**src/rtl/fcs_pkg.sv**
```systemverilog
// Constants for the floating-point control/status register bank.
// Assumes a single processor clock; transfers arrive as one-cycle strobes.
// Summary of operation
// RL1: Fixed field layout of control/status word
// RL2: Register 31 open to all programs
// RL3: Every field writable and read back
// RL4: No defined value after reset; software initialises (here reset clears the word to zero)
// RL5: Compare writes selected condition bit
// RL6: Flush option zeroes denormal results, no unimplemented
// RL7: Denormal source may flush to zero
// RL8: Precise mode: each instruction rewrites cause
// RL9: Five enables; unimplemented cause always traps
// RL10: Trap when enable and cause both set
// RL11: Raised conditions set flags, others kept
// RL12: Only software writes clear flags
// RL13: Code 0 nearest, ties to even
// RL14: Codes 1,2,3: zero, plus, minus infinity
// RL15: Identification: implementation 15:8, revision 7:0
// RL16: Load marks uninterpreted; compute marks format
// RL17: Uninterpreted consumed as format takes that format
// RL18: Format mismatch or unknown source gives unknown
// RL19: Store keeps tag, encoding of unknown undefined
// RL20: Imprecise write of cause also sets flag
// RL21: Trap request is a level while pending
package fcs_pkg;
	// Control register numbers
	localparam logic [4:0] FCS_REG_IDENT = 5'h00;
	localparam logic [4:0] FCS_REG_CSR = 5'h1f;
	// Field positions inside the control/status word
	localparam int FCS_RND_LSB = 0;
	localparam int FCS_FLAG_LSB = 2;
	localparam int FCS_ENA_LSB = 7;
	localparam int FCS_CAUSE_LSB = 12;
	localparam int FCS_UNIMP_BIT = 17;
	localparam int FCS_ZERO_LSB = 18;
	localparam int FCS_CC0_BIT = 23;
	localparam int FCS_FLUSH_BIT = 24;
	localparam int FCS_CCHI_LSB = 25;
	// Bits that always read zero (22:18)
	localparam logic [31:0] FCS_WRITE_MASK = 32'hff83_ffff;
	// Identification fields, values arbitrary
	localparam logic [7:0] FCS_IMPL_CODE = 8'h5a;
	localparam logic [7:0] FCS_REV_CODE = 8'h01;
	// Rounding codes
	localparam logic [1:0] FCS_RND_NEAREST = 2'h0;
	localparam logic [1:0] FCS_RND_ZERO = 2'h1;
	localparam logic [1:0] FCS_RND_PLUS = 2'h2;
	localparam logic [1:0] FCS_RND_MINUS = 2'h3;
	// Operand register format tags
	typedef enum logic [2:0] {
		FCS_FMT_UNINTERP = 3'h0,
		FCS_FMT_SINGLE = 3'h1,
		FCS_FMT_DOUBLE = 3'h2,
		FCS_FMT_WORD = 3'h3,
		FCS_FMT_LONG = 3'h4,
		FCS_FMT_UNKNOWN = 3'h7
	} fcs_fmt_type;
	localparam int FCS_NUM_OPREGS = 32;
endpackage

```
**src/rtl/fcs_regs.sv**
```systemverilog
// Control/status bank and operand format tracking of the floating-point unit.
// Assumes the core issues move-to/move-from strobes and the datapath reports
// completion with exception conditions; everything is on one clock.
`timescale 1ns/1ps
`default_nettype none
module fcs_regs (
	// Clock and reset
	input wire logic clk,
	input wire logic reset,
	// Control register transfers from the integer core
	input wire logic ctl_wr,
	input wire logic ctl_rd,
	input wire logic [4:0] ctl_num,
	input wire logic [31:0] ctl_wdata,
	output logic [31:0] ctl_rdata,
	// Mode strap: imprecise exception mode
	input wire logic imprecise_mode,
	// Arithmetic completion from the datapath
	input wire logic arith_done,
	input wire logic [5:0] arith_cause,
	input wire logic arith_denorm_result,
	// Compare result
	input wire logic cmp_done,
	input wire logic [2:0] cmp_sel,
	input wire logic cmp_result,
	// Branch condition test
	input wire logic [2:0] br_sel,
	output logic br_cond,
	// Settings to the datapath
	output logic [1:0] rounding_select,
	output logic flush_denormals,
	output logic flush_source_denormals,
	output logic replace_result_zero,
	// Trap request to the exception logic
	output logic trap_req,
	// Operand register format tracking
	input wire logic load_wr,
	input wire logic [4:0] load_reg,
	input wire logic res_wr,
	input wire logic [4:0] res_reg,
	input wire fcs_pkg::fcs_fmt_type res_fmt,
	input wire logic src_use,
	input wire logic [4:0] src_reg,
	input wire fcs_pkg::fcs_fmt_type src_fmt,
	output logic src_unknown,
	input wire logic [4:0] store_reg,
	output logic store_defined
);
	import fcs_pkg::*;

	logic [31:0] csr_q;
	logic [31:0] csr_d;
	logic [6:0] cc_hi;
	logic [7:0] cc_all;
	logic [4:0] ena;
	logic [5:0] cause;
	logic [5:0] eff_cause;
	logic arith_trap;
	logic csr_wr;
	fcs_fmt_type tag_q [FCS_NUM_OPREGS];

	// Trap decode shared by the completion path and the held word
	function automatic logic fcs_trap_of(input logic [5:0] c, input logic [4:0] e);
		return c[5] || (|(c[4:0] & e));
	endfunction

	// Field views of the held word
	assign cc_hi = csr_q[FCS_CCHI_LSB +: 7];
	assign cc_all = {cc_hi, csr_q[FCS_CC0_BIT]}; // [RL5]
	assign ena = csr_q[FCS_ENA_LSB +: 5];
	assign cause = csr_q[FCS_CAUSE_LSB +: 6];
	assign csr_wr = ctl_wr && (ctl_num == FCS_REG_CSR); // [RL2]

	// Denormal result becomes zero under flush, so unimplemented is dropped
	always_comb begin
		eff_cause = arith_cause;
		if (csr_q[FCS_FLUSH_BIT] && arith_denorm_result) begin
			eff_cause[5] = 1'b0; // [RL6]
		end
	end

	// Precise mode: an enabled condition traps and leaves flags untouched
	assign arith_trap = fcs_trap_of(eff_cause, ena);

	// Next value of the control/status word; write port beats datapath
	always_comb begin
		csr_d = csr_q;
		if (csr_wr) begin
			csr_d = ctl_wdata & FCS_WRITE_MASK; // [RL1] [RL3] [RL12]
			if (imprecise_mode) begin
				csr_d[FCS_FLAG_LSB +: 5] = ctl_wdata[FCS_FLAG_LSB +: 5]
					| ctl_wdata[FCS_CAUSE_LSB +: 5]; // [RL20]
			end
		end else begin
			if (arith_done) begin
				csr_d[FCS_CAUSE_LSB +: 6] = eff_cause; // [RL8]
				if (imprecise_mode || !arith_trap) begin
					csr_d[FCS_FLAG_LSB +: 5] = csr_q[FCS_FLAG_LSB +: 5]
						| eff_cause[4:0]; // [RL11] [RL12]
				end
			end
			if (cmp_done) begin
				if (cmp_sel == 3'h0) begin
					csr_d[FCS_CC0_BIT] = cmp_result; // [RL5]
				end else begin
					csr_d[FCS_CCHI_LSB + int'(cmp_sel) - 1] = cmp_result;
				end
			end
		end
	end

	// Held word; reset clears it to zero
	always_ff @(posedge clk or posedge reset) begin
		if (reset) begin
			csr_q <= 32'h0000_0000; // [RL4]
		end else begin
			csr_q <= csr_d;
		end
	end

	// Trap level while any enabled or unimplemented cause stays set
	assign trap_req = fcs_trap_of(cause, ena); // [RL9] [RL10] [RL21]

	// Read data register
	always_ff @(posedge clk or posedge reset) begin
		if (reset) begin
			ctl_rdata <= 32'h0000_0000;
		end else if (ctl_rd) begin
			case (ctl_num)
				FCS_REG_IDENT: ctl_rdata <= {16'h0000, FCS_IMPL_CODE, FCS_REV_CODE}; // [RL15]
				FCS_REG_CSR: ctl_rdata <= csr_q; // [RL3]
				default: ctl_rdata <= 32'h0000_0000;
			endcase
		end
	end

	// Settings for the arithmetic path
	assign rounding_select = csr_q[FCS_RND_LSB +: 2]; // [RL13] [RL14]
	assign flush_denormals = csr_q[FCS_FLUSH_BIT];
	assign flush_source_denormals = csr_q[FCS_FLUSH_BIT]; // [RL7]
	assign replace_result_zero = csr_q[FCS_FLUSH_BIT] && arith_denorm_result; // [RL6]
	assign br_cond = cc_all[br_sel]; // [RL5]

	// Format tags of the operand registers, one per register
	genvar gi;
	generate
		for (gi = 0; gi < FCS_NUM_OPREGS; gi++) begin : g_tag
			always_ff @(posedge clk or posedge reset) begin
				if (reset) begin
					tag_q[gi] <= FCS_FMT_UNINTERP;
				end else if (res_wr && res_reg == 5'(gi)) begin
					tag_q[gi] <= res_fmt; // [RL16]
				end else if (load_wr && load_reg == 5'(gi)) begin
					tag_q[gi] <= FCS_FMT_UNINTERP; // [RL16]
				end else if (src_use && src_reg == 5'(gi)) begin
					if (tag_q[gi] == FCS_FMT_UNINTERP) begin
						tag_q[gi] <= src_fmt; // [RL17]
					end else if (tag_q[gi] != src_fmt) begin
						tag_q[gi] <= FCS_FMT_UNKNOWN; // [RL18]
					end
				end
			end
		end
	endgenerate

	// Source check and store validity; store never changes the tag
	assign src_unknown = src_use && (tag_q[src_reg] == FCS_FMT_UNKNOWN
		|| (tag_q[src_reg] != FCS_FMT_UNINTERP && tag_q[src_reg] != src_fmt)); // [RL18]
	assign store_defined = tag_q[store_reg] != FCS_FMT_UNKNOWN; // [RL19]
endmodule // fcs_regs
`default_nettype wire

```
**config.mk**
```make
export PLATFORM = sky130hd
export DESIGN_NAME = fcs_regs
export DESIGN_NICKNAME = d
export VERILOG_FILES = /design/src/rtl/fcs_pkg.sv /design/src/rtl/fcs_regs.sv
export SDC_FILE = /design/constraint.sdc
export NUM_CORES = 1
export LEC_CHECK = 0
export BUFFER_PORTS_ARGS = -buffer_cell sky130_fd_sc_hd__buf_2
export CORE_MARGIN = 3
export CORE_UTILIZATION = 40
export CTS_CLUSTER_DIAMETER = 80
export DETAILED_ROUTE_END_ITERATION = 7
export PLACE_DENSITY = 0.69
export SYNTH_ARGS = -nofsm -noshare
export SYNTH_HDL_FRONTEND = slang
export SYNTH_SLANG_ARGS = --single-unit
```
**constraint.sdc**
```tcl
create_clock -name clk -period 4.7 [get_ports clk]
set_input_delay 0.235 -clock clk [delete_from_list [all_inputs] [get_ports clk]]
set_output_delay 0.235 -clock clk [all_outputs]
set_load 0.005 [all_outputs]
```
# Word level (Yosys, flattened, before mapping)
# Cells that the tools add are included.
[totals]
reg_bits = 160
[classes]
mux = 184
bitwise_logic = 6
eq_ne = 130
n_reduce_logical = 244
add_sub_neg = 2
magnitude_cmp = 5
[op_table]
columns = ["op", "count"]
rows = [
  ["$mux 3", 164],
  ["$eq 5x5->1 const B", 49],
  ["$reduce_bool 4->1", 32],
  ["$eq 5x4->1 const B", 24],
  ["$logic_and 1x1->1", 101],
  ["$logic_not 3->1", 33],
  ["$ne 3x3->1", 33],
  ["$reduce_bool 3->1", 33],
  ["$reduce_and 2->1", 33],
  ["$mux 32", 2],
  ["$pmux 32 s2", 1],
  ["$eq 5x3->1 const B", 12],
  ["$bwmux 32", 1],
  ["$bmux 3 s5", 2],
  ["$eq 5x2->1 const B", 6],
  ["$mux 23", 1],
  ["$logic_not 5->1", 4],
  ["$mux 5", 4],
  ["$eq 5x1->1 const B", 3],
  ["$ge 6x6->1 const B", 2],
  ["$mux 6", 2],
  ["$not 5->6", 2],
  ["$and 5x5->5", 2],
  ["$or 5x5->5", 2],
  ["other kinds (16)", 23],
]

# Longest topological paths before layout
[depth]
word_depth = 12
ltp_mapped = 10
depth_no_buf = 7

# Worst setup path before layout
# Ideal clock, no wire load.
[synth_timing]
path_type = "in2out"
from = "in src_reg[1]"
to = "out src_unknown"
stages = 8
n_path_buf = 3
slack_ps = 2194
arrival_ps = 2271
cell_sequence = "buf_2 -> buf_6 -> clkbuf_1 -> mux4_2 -> mux4_2 -> mux2_2 -> and2_1 -> a211oi_2"
[synth_via]
elab_chain_len = 8
elab_cells_between_ends = 10
classes_between = "eq/ne (2); mux (3); bitwise (1); reduce/logical (4)"
[synth_rtl]
columns = ["element", "line", "source"]
rows = [
  ["start, declared", "fcs_regs.sv:43", "input wire logic [4:0] src_reg,"],
  ["$not 5->6 (implied by the code) *", "fcs_regs.sv:167, fcs_regs.sv:168", ""],
  ["$bmux 3 s5 *", "fcs_regs.sv:167, fcs_regs.sv:168", ""],
  ["$mux 3 (implied by the code) * (2 in a row)", "fcs_regs.sv:167, fcs_regs.sv:168", ""],
  ["$ne 3x3->1 / $reduce_bool 3->1 (equally long branches)", "fcs_regs.sv:168", "|| (tag_q[src_reg] != FCS_FMT_UNINTERP && tag_q[src_reg] != src_fmt));"],
  ["$logic_and 1x1->1", "fcs_regs.sv:168", ""],
  ["$logic_or 1x1->1 *", "fcs_regs.sv:168", ""],
  ["$logic_and 1x1->1 *", "fcs_regs.sv:167", "assign src_unknown = src_use && (tag_q[src_reg] == FCS_FMT_UNKNOWN"],
  ["end, declared", "fcs_regs.sv:45", "output logic src_unknown,"],
]
# Mark *: on every way between the ends. The rest lies on a longest branch, timed or not. The select of a mux whose other input is x is not followed.

# Worst setup path in the final report
# Ends and elaborated chain as after synthesis.

==> out/qor.csv <==
stage;metric;value;unit
power_and_ir_drop;Switch Pwr;1.65;mW
clocking;clk sinks;151;
critical_path;Worst setup SP type;input pin;
critical_path;Worst setup EP type;primary output;
timing;Setup violations, final;0;
power_and_ir_drop;Lkg Pwr;4.58;nW
critical_path;WP depth;8;
timing;Final period util;0.697;
timing;Hold Vio Cnt, Final;0;
run;Max Cap Viol;0;
synth;average cell area after synthesis;8.13;um^2
synth;Yosys cell types;50;
critical_path;Crit Path Class;in2out;
power_and_ir_drop;Clk pwr share;0.318;
synth;synthesized instance count;1374;
synth;synthesized cell area;11200;um^2
critical_path;CP required;4.47;ns
global_route;initial antenna violation count;0;
routing;Avg Vias per Cell;6.06;
routing;Final ANT Viol Nets;0;
routing;top layer in use;met4;
floorplan;die area;30000;um^2
routing;met3 wire length;2.99;mm
cells_and_area;Design Area, Final;12700;um^2
floorplan;CORE AREA;27200;um^2
routing;drt first pass iters;5;
cells_and_area;non-filler cells, final;1830;
critical_path;CP Cell Sequence;buf_2 > nor2b_1 > a21oi_1 > a32o_1 > or4_1 > a31oi_1 > a211oi_2 > buf_2;
timing;Peak Freq;305;MHz
clocking;root buf cell;clkbuf_16;
clocking;cts bufs inserted;17;
synth;Seq cells post-synth;151;
min_path;worst hold path class;in2reg;
critical_path;capturing point of the worst reg2reg path;tag_q[21];
clocking;CTS max path bufs;2;
synth;sequential-to-total area share from yosys stat;0.338;
run_status;status;complete, no violations;
timing;Slew @ Worst Pin;1.03;ns
place;Port Buf Inserts;122;
floorplan;Initial Utilization;0.411;
critical_path;Arrival @ worst endpoint;3.04;ns
cells_and_area;most common cell after layout, fill and taps aside;o21ai_0;
place;DP Area;11900;um^2
clocking;Resized cells post-CTS;0;
critical_path;maximum fanout along the worst path;34;
critical_path;Worst R2R Path Depth;6;
synth;syn nets;1461;
routing;DRT iter0 DRCs;1228;
critical_path;Setup crit start;src_reg[1];
cells_and_area;share of post-route cells with drive strength above 1;0.187;
clocking;TritonCTS clock tree;yes;
synth;ys async rst share;1.00;
timing;Final TNS setup;0;ns
floorplan;IO Pins;128;
clocking;total number of H-tree levels;4;
synth;Primary FF master, synth;dfrtp_1;
timing;Final Skew;0.0152;ns
cells_and_area;most frequent cells in the layout;o21ai_0, dfrtp_1, nand2_1;
global_route;largest net degree at the start of global routing;108;
power_and_ir_drop;P_int;2.83;mW
routing;# DRC;0;
routing;WL met2;16.4;mm
routing;Routed WL;35.4;mm
timing;fin. max-slew vios;0;
clocking;Hold Buf Count CTS;14;
clocking;clk_lat worst skew;0.45;ns
critical_path;critical path buffer and inverter count;2;
global_route;GRT Resource Usage Total;0.231;
critical_path;CP delay by family, top;simple AND/OR/NAND/NOR gates;
clocking;number of setup buffers added after CTS;0;
critical_path;cell repeated most along the worst path;buf_2;
critical_path;RR Startpoint;tag_q[22];
routing;vias;11100;
floorplan;Row Count;60;
clocking;clk slew on worst S/H paths;0.07;ns
synth;Yosys warnings;0;
routing;Routed WL per cell;19.3;um
power_and_ir_drop;combinational share of power;0.248;
timing;hold_ws;0.0206;ns
place;DP Wirelength;23.5;mm
critical_path;reg2reg setup slack;2.58;ns
floorplan;die width;173;um
cells_and_area;synthesis-to-layout area growth;13.5;%
global_route;vias in the first global route;10500;
floorplan;Die H;173;um
critical_path;Crit path largest cell delay;0.71;ns
critical_path;CP endpoint;src_unknown;
power_and_ir_drop;Peak supply drop;228;uV
power_and_ir_drop;Pwr Density;353;nW/um^2
timing;relative slew slack;0.303;
power_and_ir_drop;register share of total power;0.434;
cells_and_area;Antenna diodes;0;
cells_and_area;fin nets;1532;
place;Final GP Congestion;0.937;
power_and_ir_drop;switch share;0.368;
global_route;first-pass GRT wire length;56.8;mm
routing;wl on met1;15.1;mm
synth;Post-synth EDFFs;0;
place;Placed Cells incl. Taps;1784;
timing;RSZ-0062 raised after global routing;no;
critical_path;Crit-path slowest cell;nor2b_1;
timing;Final Critical Period;3.28;ns
global_route;grt ovf;0;
-- per-layer routing --
layer  up-vias  global-route usage
li1       5125                   -
met1      5345               0.314
met2       546               0.367
met3        68              0.0494
met4         0              0.0814
met5         -                   0
-- stage by stage --
| step | worst slack, ns | total power [mW] | utilization |
|---|---|---|---|
| final | 1.42 | 4.48 | 0.467 |
| after global routing | 1.26 | 4.71 | 0.467 |
| after CTS | 1.47 | 4.48 | 0.467 |
| after detailed placement | 1.47 | 3.03 | 0.439 |
| after global placement | 1.51 | 2.99 | 0.439 |
| after floorplan | 0.400 | 2.66 | - |
-- worst register-to-register path, cell delays in order, from the launching register on --
cell and delay (ns):
dfrtp_1 0.45, nor2_1 0.12, nor3_1 0.06, a21oi_1 0.15, nor3_1 0.06, o311ai_0 0.84
a31oi_1 0.24
-- cell type report --
type / count / area, um^2
repair buffers: 147 / 836
inverters: 24 / 95.1
multi-input cells: 1104 / 6890
well taps: 372 / 465
fillers: 2665 / 14500
flip-flops and latches: 151 / 3780
clock buffers: 17 / 425
clock inverters: 15 / 194
-- worst min-delay path by stage --
| stage | from | endpoint | slack [ns] | cells after the start |
|---|---|---|---|---|
| 3_5_place_dp | ctl_wdata[8] | csr_q[8] | 0.43 | 3 |
| 6_report | ctl_wdata[26] | csr_q[26] | 0.02 | 3 |
| 2_1_floorplan | ctl_wdata[0] | csr_q[0] | 0.34 | 2 |
| 5_1_grt | ctl_wdata[26] | csr_q[26] | 0.02 | 3 |
| 3_3_place_gp | ctl_wdata[24] | csr_q[24] | 0.42 | 3 |
| 4_1_cts | ctl_wdata[26] | csr_q[26] | 0.009 | 3 |
-- cell usage after synthesis, drive strengths merged (5+ instances only) --
cell / count / share of area
nor2: 135 / 0.045
a31oi: 37 / 0.021
nor2b: 14 / 0.0078
nor3b: 7 / 0.0047
inv: 24 / 0.0081
mux4: 24 / 0.050
buf: 29 / 0.016
xor2: 62 / 0.049
dfrtp: 151 / 0.34
a21oi: 91 / 0.041
mux2: 82 / 0.083
nand2b: 15 / 0.0084
o211ai: 31 / 0.021
nand4: 20 / 0.011
nand3: 75 / 0.034
o311ai: 8 / 0.0063
clkbuf: 66 / 0.022
mux2i: 17 / 0.015
o22ai: 5 / 0.0028
o21ai: 167 / 0.075
nor3: 72 / 0.032
a211oi: 10 / 0.0072
or3: 45 / 0.025
nand2: 149 / 0.050
and2: 5 / 0.0028
-- registers in the layout (all words and copies together) (netlist names) --
signal	count
tag_q	96
ctl_rdata	28
csr_q	27
-- cell families after synthesis --
family,synth area share
buffers and inverters,0.0459
XOR/XNOR,0.0502
AND/OR/NAND/NOR,0.232
AO/OA/AOI/OAI,0.186
multiplexers,0.148
flip-flops,0.338
-- power by group through the flow --
| stage | clock network (mW) | logic [mW] | registers, mW |
|---|---|---|---|
| 2_1_floorplan | 0 | 0.841 | 1.82 |
| 3_3_place_gp | 0 | 1.06 | 1.94 |
| 3_5_place_dp | 0 | 1.08 | 1.95 |
| 4_1_cts | 1.46 | 1.10 | 1.93 |
| 5_1_grt | 1.51 | 1.22 | 1.98 |
| 6_report | 1.43 | 1.11 | 1.95 |
(Power assumes the default switching activity.)
